==> config.mk <==
export PLATFORM = sky130hd
export DESIGN_NAME = buck_startup_sequencer
export DESIGN_NICKNAME = d
export VERILOG_FILES = /design/src/verilog/buck_seq_pkg.sv /design/src/verilog/setpoint_sampler.sv /design/src/verilog/shoot_guard.sv /design/src/verilog/buck_startup_sequencer.sv
export VERILOG_INCLUDE_DIRS = /design/src /design/src/verilog
export SDC_FILE = /design/constraint.sdc
export NUM_CORES = 1
export LEC_CHECK = 0
export BUFFER_PORTS_ARGS = -buffer_cell sky130_fd_sc_hd__buf_2
export CAP_MARGIN = 10
export CORE_ASPECT_RATIO = 0.6
export CORE_MARGIN = 2
export CORE_UTILIZATION = 45
export CTS_CLUSTER_SIZE = 40
export DETAILED_ROUTE_END_ITERATION = 12
export RECOVER_POWER = 50
export SYNTH_ARGS = -nofsm -noshare
export SYNTH_HDL_FRONTEND = slang
export SYNTH_SLANG_ARGS = --single-unit
export TNS_END_PERCENT = 10
==> constraint.sdc <==
create_clock -name ref_clk -period 5.3 [get_ports ref_clk]
set_clock_uncertainty 0.15 [all_clocks]
set_input_delay 1.06 -clock ref_clk [delete_from_list [all_inputs] [get_ports ref_clk]]
set_output_delay 1.06 -clock ref_clk [all_outputs]
set_load 0.01 [all_outputs]
==> src/verilog/buck_seq_regs.svh <==
// Timing constants and fixed counts for the buck start-up sequencer.
`ifndef BUCK_SEQ_REGS_SVH
`define BUCK_SEQ_REGS_SVH
`define CLK_PERIOD_NS 10
`define INIT_DELAY_US 6800
`define SAMPLE_MAX_US 3400
`define SS_RAMP_US 13600
`define SS_STEPS 64
`define INIT_DELAY_CYC ((`INIT_DELAY_US * 1000) / `CLK_PERIOD_NS)
`define SAMPLE_MAX_CYC ((`SAMPLE_MAX_US * 1000) / `CLK_PERIOD_NS)
`define SS_STEP_CYC (((`SS_RAMP_US * 1000) / `CLK_PERIOD_NS) / `SS_STEPS)
`define SS_INIT_CYC 64
`define DUMMY_SS_COUNT 2
`define SETPOINT_W 8
`endif

==> src/verilog/buck_seq_pkg.sv <==
// Types shared by the buck start-up sequencer files.
package buck_seq_pkg;
  typedef enum logic [2:0] {
    ST_OFF = 3'b000,
    ST_DELAY = 3'b001,
    ST_SAMPLE = 3'b011,
    ST_SS_INIT = 3'b010,
    ST_RAMP = 3'b110,
    ST_RUN = 3'b111,
    ST_HICCUP = 3'b101
  } seq_state_t;
endpackage

==> src/verilog/setpoint_sampler.sv <==
// Overcurrent set-point sample-and-hold counter.
`timescale 1ns/1ps
`include "buck_seq_regs.svh"
module setpoint_sampler (
  input wire logic ref_clk,
  input wire logic rst,
  input wire logic start,
  input wire logic dac_below,
  output logic done,
  output logic [`SETPOINT_W-1:0] setpoint
);
  logic [`SETPOINT_W-1:0] cnt_reg, cnt_next;
  logic [31:0] tick_reg, tick_next;
  logic busy_reg, busy_next, done_reg, done_next;
  localparam logic [31:0] STEP = 32'(`SAMPLE_MAX_CYC / 256);
  always_comb begin
    cnt_next = cnt_reg;
    tick_next = tick_reg;
    busy_next = busy_reg;
    done_next = 1'b0;
    if (start) begin
      cnt_next = '0;
      tick_next = '0;
      busy_next = 1'b1;
    end else if (busy_reg) begin
      // Counter ramps the DAC until it reaches the pin voltage; higher settings take longer.
      if (!dac_below || cnt_reg == {`SETPOINT_W{1'b1}}) begin
        busy_next = 1'b0;
        done_next = 1'b1;
      end else if (tick_reg >= STEP - 32'h1) begin
        tick_next = '0;
        cnt_next = cnt_reg + 1'b1;
      end else begin
        tick_next = tick_reg + 32'h1;
      end
    end
  end
  always_ff @(posedge ref_clk) begin
    if (rst) begin
      cnt_reg <= '0;
      tick_reg <= '0;
      busy_reg <= 1'b0;
      done_reg <= 1'b0;
    end else begin
      cnt_reg <= cnt_next;
      tick_reg <= tick_next;
      busy_reg <= busy_next;
      done_reg <= done_next;
    end
  end
  assign done = done_reg;
  assign setpoint = cnt_reg;
endmodule

==> src/verilog/shoot_guard.sv <==
// Adaptive dead-time guard for the two gate drives.
`timescale 1ns/1ps
module shoot_guard (
  input wire logic ref_clk,
  input wire logic rst,
  input wire logic enable,
  input wire logic pwm_high,
  input wire logic high_gate_sense,
  input wire logic switch_node_high,
  input wire logic low_gate_sense,
  output logic high_on,
  output logic low_on
);
  logic hi_reg, hi_next, lo_reg, lo_next;
  always_comb begin
    hi_next = 1'b0;
    lo_next = 1'b0;
    if (enable) begin
      // High side only once the low gate reads off; low side only once the high side and node have fallen.
      hi_next = pwm_high && !lo_reg && !low_gate_sense; // RQ13 RQ15
      lo_next = !pwm_high && !hi_reg && !high_gate_sense && !switch_node_high; // RQ12 RQ15
    end
  end
  always_ff @(posedge ref_clk) begin
    if (rst) begin
      hi_reg <= 1'b0;
      lo_reg <= 1'b0;
    end else begin
      hi_reg <= hi_next;
      lo_reg <= lo_next;
    end
  end
  assign high_on = hi_reg;
  assign low_on = lo_reg;
  a_no_overlap: assert property (@(posedge ref_clk) disable iff (rst) !(hi_reg && lo_reg)) // RQ15
    else $error("both gates on");
endmodule

==> src/verilog/buck_startup_sequencer.sv <==
// Start-up, shutdown and hiccup sequencer for a synchronous buck controller.
`timescale 1ns/1ps
`include "buck_seq_regs.svh"
//Behaviour
//[RQ1] Enable low: shutdown, gates low, re-arm
//[RQ2] Enable release restarts full initialization
//[RQ3] Held-low enable postpones initialization
//[RQ4] Supply-good starts initialization and sampling
//[RQ5] Timing starts above threshold, fixed delay
//[RQ6] Delay: low gate off, sense source on
//[RQ7] Sample lasts zero to maximum time
//[RQ8] Set-point held in counter while powered
//[RQ9] Soft-start launches when sampling completes
//[RQ10] Overcurrent: two dummy soft-starts, then real
//[RQ11] Shutdown disables compensation drive, pull-up stays
//[RQ12] High-side off seen via gate and node
//[RQ13] Low-side off seen via its gate
//[RQ14] External pull-down sinks full pin current
//[RQ15] Never both transistors on together
//[RQ16] Reference ramps in 64 equal steps
//[RQ17] Retries reuse the stored set-point
module buck_startup_sequencer
  import buck_seq_pkg::*;
#(
  parameter int INIT_DELAY = `INIT_DELAY_CYC,
  parameter int SS_STEP = `SS_STEP_CYC
) (
  // Clock and supply-good reset.
  input wire logic ref_clk,
  input wire logic rst,
  // Comparators and fault input.
  input wire logic bias_good,
  input wire logic enable_above,
  input wire logic dac_below,
  input wire logic overcurrent_trip,
  input wire logic pwm_high,
  // Gate and switch-node senses.
  input wire logic high_gate_sense,
  input wire logic switch_node_high,
  input wire logic low_gate_sense,
  // Drives and status.
  output logic high_side_drive,
  output logic low_side_drive,
  output logic trip_sense_current,
  output logic comp_drive_en,
  output logic osc_run,
  output logic [5:0] ss_level,
  output logic [`SETPOINT_W-1:0] overcurrent_guard,
  output buck_seq_pkg::seq_state_t seq_state
);
  import buck_seq_pkg::*;
  seq_state_t st_reg, st_next;
  logic [31:0] cnt_reg, cnt_next;
  logic [5:0] lvl_reg, lvl_next;
  logic [1:0] dummy_reg, dummy_next;
  logic sense_reg, sense_next, comp_reg, comp_next, osc_reg, osc_next, sample_start;
  logic hi_on, lo_on, smp_done;
  logic [`SETPOINT_W-1:0] setpoint, sp_reg;

  always_comb begin
    st_next = st_reg;
    cnt_next = cnt_reg;
    lvl_next = lvl_reg;
    dummy_next = dummy_reg;
    sample_start = 1'b0;
    case (st_reg)
      ST_OFF: begin
        cnt_next = '0;
        lvl_next = '0;
        dummy_next = '0;
        // Initialization waits for supply good and an enable above threshold.
        if (bias_good && enable_above) begin // RQ2 RQ3 RQ4 RQ5
          st_next = ST_DELAY;
        end
      end
      ST_DELAY: begin
        if (cnt_reg >= 32'(INIT_DELAY) - 32'h1) begin // RQ5
          cnt_next = '0;
          sample_start = 1'b1; // RQ4
          st_next = ST_SAMPLE;
        end else begin
          cnt_next = cnt_reg + 32'h1;
        end
      end
      ST_SAMPLE: begin
        if (smp_done) begin // RQ7 RQ9
          cnt_next = '0;
          st_next = ST_SS_INIT;
        end
      end
      ST_SS_INIT: begin
        if (cnt_reg >= 32'(`SS_INIT_CYC) - 32'h1) begin
          cnt_next = '0;
          st_next = ST_RAMP;
        end else begin
          cnt_next = cnt_reg + 32'h1;
        end
      end
      ST_RAMP: begin
        if (cnt_reg >= 32'(SS_STEP) - 32'h1) begin
          cnt_next = '0;
          lvl_next = lvl_reg + 6'h1; // RQ16
          if (lvl_reg == 6'h3f) begin
            lvl_next = lvl_reg;
            st_next = ST_RUN;
          end
        end else begin
          cnt_next = cnt_reg + 32'h1;
        end
        if (overcurrent_trip) begin
          cnt_next = '0;
          lvl_next = '0;
          st_next = ST_HICCUP;
        end
      end
      ST_RUN: begin
        if (overcurrent_trip) begin // RQ10
          cnt_next = '0;
          lvl_next = '0;
          st_next = ST_HICCUP;
        end
      end
      ST_HICCUP: begin
        // Each dummy time-out is one full ramp period with gates off; no new sample follows.
        if (cnt_reg >= 32'(SS_STEP) * 32'd64 - 32'h1) begin // RQ10 RQ17
          cnt_next = '0;
          if (dummy_reg == 2'(`DUMMY_SS_COUNT - 1)) begin
            dummy_next = '0;
            st_next = ST_SS_INIT;
          end else begin
            dummy_next = dummy_reg + 2'h1;
          end
        end else begin
          cnt_next = cnt_reg + 32'h1;
        end
      end
      default: st_next = ST_OFF;
    endcase
    if (!enable_above || !bias_good) begin // RQ1
      st_next = ST_OFF;
    end
    sense_next = (st_next == ST_DELAY) || (st_next == ST_SAMPLE); // RQ6
    comp_next = (st_next == ST_RAMP) || (st_next == ST_RUN); // RQ11
    osc_next = (st_next != ST_OFF); // RQ1
  end

  setpoint_sampler u_sampler (
    .ref_clk(ref_clk),
    .rst(rst),
    .start(sample_start),
    .dac_below(dac_below),
    .done(smp_done),
    .setpoint(setpoint)
  );

  shoot_guard u_guard (
    .ref_clk(ref_clk),
    .rst(rst),
    // The guard's own flip-flops are the pin drives, so its interlock sees exactly what the transistors see.
    // Gates drop on the same edge as the compensation drive; none are on during delay or sampling.
    .enable(comp_next), // RQ1 RQ6
    .pwm_high(pwm_high),
    .high_gate_sense(high_gate_sense),
    .switch_node_high(switch_node_high),
    .low_gate_sense(low_gate_sense),
    .high_on(hi_on),
    .low_on(lo_on)
  );

  always_ff @(posedge ref_clk) begin
    if (rst) begin
      st_reg <= ST_OFF;
      cnt_reg <= '0;
      lvl_reg <= '0;
      dummy_reg <= '0;
      sense_reg <= 1'b0;
      comp_reg <= 1'b0;
      osc_reg <= 1'b0;
      sp_reg <= '0;
    end else begin
      st_reg <= st_next;
      cnt_reg <= cnt_next;
      lvl_reg <= lvl_next;
      dummy_reg <= dummy_next;
      sense_reg <= sense_next;
      comp_reg <= comp_next;
      osc_reg <= osc_next;
      if (smp_done) begin
        sp_reg <= setpoint; // RQ8
      end
    end
  end

  assign high_side_drive = hi_on; // RQ15
  assign low_side_drive = lo_on; // RQ15
  assign trip_sense_current = sense_reg;
  assign comp_drive_en = comp_reg;
  assign osc_run = osc_reg;
  assign ss_level = lvl_reg;
  assign overcurrent_guard = sp_reg;
  assign seq_state = st_reg;

  a_shutdown_gates: assert property (@(posedge ref_clk) disable iff (rst)
    !enable_above |=> (!high_side_drive && !low_side_drive && !osc_run)) // RQ1
    else $error("gates not low in shutdown");
  a_shutdown_comp: assert property (@(posedge ref_clk) disable iff (rst)
    !enable_above |=> !comp_drive_en) // RQ11
    else $error("comp drive on in shutdown");
  a_held_low_wait: assert property (@(posedge ref_clk) disable iff (rst)
    (st_reg == ST_OFF && !enable_above) |=> st_reg == ST_OFF) // RQ3
    else $error("init started with enable low");
  a_init_start: assert property (@(posedge ref_clk) disable iff (rst)
    (st_reg == ST_OFF && bias_good && enable_above) |=> st_reg == ST_DELAY) // RQ2
    else $error("init not started");
  a_delay_sense: assert property (@(posedge ref_clk) disable iff (rst)
    (st_reg == ST_DELAY) |-> (trip_sense_current && !low_side_drive)) // RQ6
    else $error("sense source off in delay");
  a_delay_sample: assert property (@(posedge ref_clk) disable iff (rst)
    (st_reg == ST_DELAY && $past(st_reg) == ST_OFF) |-> ##1 (st_reg == ST_DELAY)) // RQ5
    else $error("delay too short");
  a_sample_ss: assert property (@(posedge ref_clk) disable iff (rst)
    (st_reg == ST_SAMPLE && smp_done && enable_above && bias_good) |=> st_reg == ST_SS_INIT) // RQ9
    else $error("soft-start not launched");
  a_hold_set: assert property (@(posedge ref_clk) disable iff (rst)
    (st_reg == ST_HICCUP) |=> $stable(overcurrent_guard)) // RQ8 RQ17
    else $error("set-point changed on retry");
  a_trip_hiccup: assert property (@(posedge ref_clk) disable iff (rst)
    (st_reg == ST_RUN && overcurrent_trip && enable_above && bias_good) |=> (st_reg == ST_HICCUP && ss_level == 6'h0)) // RQ10
    else $error("trip not handled");
  a_ramp_step: assert property (@(posedge ref_clk) disable iff (rst)
    (st_reg == ST_RAMP && $past(st_reg) == ST_RAMP) |-> (ss_level - $past(ss_level)) <= 6'h1) // RQ16
    else $error("ramp step too large");
  a_gates_disabled: assert property (@(posedge ref_clk) disable iff (rst)
    !comp_drive_en |-> (!high_side_drive && !low_side_drive)) // RQ1 RQ6
    else $error("gate on while drive disabled");
  a_high_interlock: assert property (@(posedge ref_clk) disable iff (rst)
    $rose(high_side_drive) |-> ($past(!low_gate_sense) && $past(!low_side_drive))) // RQ13 RQ15
    else $error("high side on before low side off");
  a_low_interlock: assert property (@(posedge ref_clk) disable iff (rst)
    $rose(low_side_drive) |-> $past(!high_gate_sense && !switch_node_high && !high_side_drive)) // RQ12 RQ15
    else $error("low side on before high side off");
  a_retry_no_sample: assert property (@(posedge ref_clk) disable iff (rst)
    (st_reg == ST_HICCUP) |=> (st_reg != ST_SAMPLE)) // RQ17
    else $error("retry took a new sample");
  a_osc_stopped: assert property (@(posedge ref_clk) disable iff (rst)
    (st_reg == ST_OFF) |-> !osc_run) // RQ1
    else $error("oscillator running in shutdown");
  a_sense_off_run: assert property (@(posedge ref_clk) disable iff (rst)
    comp_drive_en |-> !trip_sense_current) // RQ6
    else $error("sense source on while regulating");
  a_ramp_from_zero: assert property (@(posedge ref_clk) disable iff (rst)
    (st_reg == ST_SS_INIT) |-> (ss_level == 6'h0)) // RQ16
    else $error("ramp not re-armed");
  c_retry_restart: cover property (@(posedge ref_clk) st_reg == ST_HICCUP ##1 st_reg == ST_SS_INIT);
  c_reach_run: cover property (@(posedge ref_clk) st_reg == ST_RUN);
  c_hiccup: cover property (@(posedge ref_clk) st_reg == ST_HICCUP && dummy_reg == 2'h1);
  c_shutdown: cover property (@(posedge ref_clk) st_reg == ST_RAMP ##1 st_reg == ST_OFF);
endmodule

==> impl_metrics.tcl <==
set metrics [dict create \
    number_of_buffers_created_by_cts 9 \
    layout.area.seq_sq_um 1960 \
    power.share.clock_pct 47.1 \
    design.final.nets 608 \
    detailedRoute.firstPassIterationCount 5 \
    worstSetupEndpoint "cnt_reg[4]" \
    final_antenna_net_count 0 \
    dr_total_vias 4318 \
    synth-seq-area-share_pct 40.7 \
    antenna_found_initial 0 \
    fmaxAchievable_ghz 0.313 \
    chipWidth_um 138 \
    async_flop_share_pct 0 \
    number_of_max_capacitance_violations_reported 0 \
    reg2reg_slack_ns 2.11 \
    comb_power_share_pct 1.9 \
    rows 29 \
    power.density_cell_area_nw_per_um2 272 \
    yosys_register_bits 98 \
    worst-path-max-fanout 26 \
    cp_endpoint_kind "flop" \
    multi_input_comb_area_sq_um 2660 \
    crit-reg2reg-capture "cnt_reg[4]" \
    mappedNetlistArea_sq_um 4820 \
    rsz0062_at_grt "no" \
    synth_top_cell_area_share_pct 40.7 \
    flow.area_growth_from_synthesis_pct 10.4 \
    drt-initial-drc-count 288 \
    timing.critical_path.from "cnt_reg[9]" \
    placeableCoreArea_sq_um 10500 \
    setup_ws_ns 2.11 \
    clock-sinks 98 \
    worst_skew_pair.late_latency_ns 0.35 \
    gp_congestion 0.881 \
    worstHoldPathType "reg -> reg" \
    vdd.ir_drop.worst_mv 0.165 \
    rr_startpoint "cnt_reg[9]" \
    die_area_sq_um 11600 \
    cell_at_the_root_of_the_clock_tree "clkbuf_16" \
    floorplan.initialDensity_pct 46.0 \
    grt_pass1_vias 3805 \
    finish.instance_area_sq_um 5320 \
    filler_cell_count 996 \
    port_buffers 31 \
    switchingPower_uw 309 \
    finalMaxSlewViolations 0 \
    grt_first_pass_wirelength_um 19800 \
    transition_time_of_the_tightest_slew_check_pin_ns 1.48 \
    seq_power_share_pct 51.0 \
    timing.final.setup_violations 0 \
    ctsHtreeMaxLevel 3 \
    leakagePower_nw 1.89 \
    post_cts_hold_buffer_count 0 \
    intPower_mw 1.14 \
    ys_top_cells_by_area "dfxtp_1 (41%), nor2_1 (5.3%), nand2_1 (3.9%), a21oi_1 (2.7%), a211oi_1 (2.6%)" \
    detail_route.vias_per_cell 5.87 \
    hold-path-cell-count 1 \
    p_total_mw 1.45 \
    syn_area_cell_sq_um 8.32 \
    grt_overflow 0 \
    post_cts_buffers 0 \
    finalCritPeriodShare_pct 60.2 \
    antenna_cells 0 \
    clkSlewWorstSetupHoldPaths_ns 0.07 \
    timing.slew.headroom_pct 1.26 \
    ys_dominant_reg_cell "dfxtp_1" \
    number_of_flops_mapped_to_enable_cells_by_yosys 0 \
    path_class "reg -> reg" \
    hold_viol_final 0 \
    design.portCount 32 \
    fin_util_pct 50.7 \
    post_route_cells_drive_above_1_share_pct 6.20 \
    drc 0 \
    place_area_sq_um 5050 \
    dp_hpwl_um 8440 \
    crit_path_start_kind "flop" \
    post_cts_resize_count 0 \
    preCtsSetupSlack_ns 1.98 \
    critPathRequiredTime_ns 5.39 \
    synth_top_area_cell "dfxtp_1" \
    grt_use_total_pct 21.8 \
    run_status "finished clean" \
    switching_share_pct 21.4 \
    synth_cells 579 \
    synth.cells.most_frequent "dfxtp_1 (98), nor2_1 (68), nand2_1 (50)" \
    critPathArrivalTime_ns 3.28 \
    cts_tree "done" \
    yosys.cell_count.top_type "dfxtp_1" \
    fin_tns_setup_ns 0 \
    totalWireLength_um 12100 \
    syn-num-nets 595 \
    clock_tree.buffer_depth 2 \
    reg2regPathDepth 6 \
    yosysWarnings 0 \
    maximum_number_of_pins_on_one_net_before_global_route_repair 29 \
    drt-wirelength-per-cell_um 16.4 \
    finalWorstPathRequiredPeriod_ns 3.19 \
    synth_cell_type_count 56 \
    fp.dieH_um 84.2 \
]
==> cell type report <==
cell class	instances	share of cell area (%)
flip-flops and latches	98	36.9
clock buffers	11	4.75
well taps	139	3.27
repair buffers	37	3.03
inverters	15	1.06
clock inverters	5	1.13
multi-input cells	431	49.9
==> kinds of logic after synthesis <==
family | count (synthesis) | synth area share [%]
multiplexers | 11 | 2.28
flip-flops | 98 | 40.7
adder cells (fa/ha/maj) | 6 | 1.56
XOR/XNOR | 24 | 4.36
AO/OA/AOI/OAI | 119 | 17.7
AND/OR/NAND/NOR | 271 | 29.2
buffers and inverters | 50 | 4.21
==> per-layer routing <==
layer | global-route usage [%] | wire length (um) | vias up
li1 | - | - | 2152
met1 | 36.6 | 6570 | 2031
met2 | 26.6 | 4500 | 121
met3 | 4.83 | 886 | 14
met4 | 6.37 | 144 | 0
met5 | 0 | 0 | -
==> layout by cell type (no fill, tap or decap), types with 11 or more instances in the layout <==
cell	n
and3_1	19
inv_1	15
nor4_1	17
o21ai_0	17
nand4_1	16
xor2_1	11
clkbuf_1	25
nor3_1	18
nor2_1	68
dfxtp_1	98
a211oi_1	17
mux2i_1	11
nand3_1	21
nand2_1	50
xnor2_1	13
a21oi_1	26
==> stage by stage <==
step | hold slack (ns) | cells
after floorplan | 0.273 | 579
after global placement | 0.277 | 720
after detailed placement | 0.288 | 720
after CTS | 0.297 | 736
after global routing | 0.306 | 736
final | 0.294 | 736
==> worst min path at each step <==
stage                      startpoint  slack, ns           to
final                     cnt_reg[24]       0.29  cnt_reg[24]
after global routing      cnt_reg[26]       0.31  cnt_reg[26]
after CTS                 cnt_reg[26]       0.30  cnt_reg[26]
after detailed placement  cnt_reg[26]       0.29  cnt_reg[26]
after global placement    cnt_reg[24]       0.28  cnt_reg[24]
after floorplan           cnt_reg[24]       0.27  cnt_reg[24]
==> power by group through the flow <==
stage	clock network, mW	logic (mW)	registers, mW
final	0.681	0.0278	0.738
after global routing	0.721	0.0311	0.738
after CTS	0.695	0.0291	0.738
after detailed placement	0	0.0290	0.755
after global placement	0	0.0286	0.755
after floorplan	0	0.0183	0.755
==> critical path: stages (launching register included) <==
cell and delay (ns):
dfxtp_1 0.37, or4_1 0.60, a311o_1 0.37, a2111o_1 0.46, a21oi_4 0.64, a211oi_1 0.13, a2111oi_2 0.35
No activity file was read; power rests on OpenSTA's default activity.
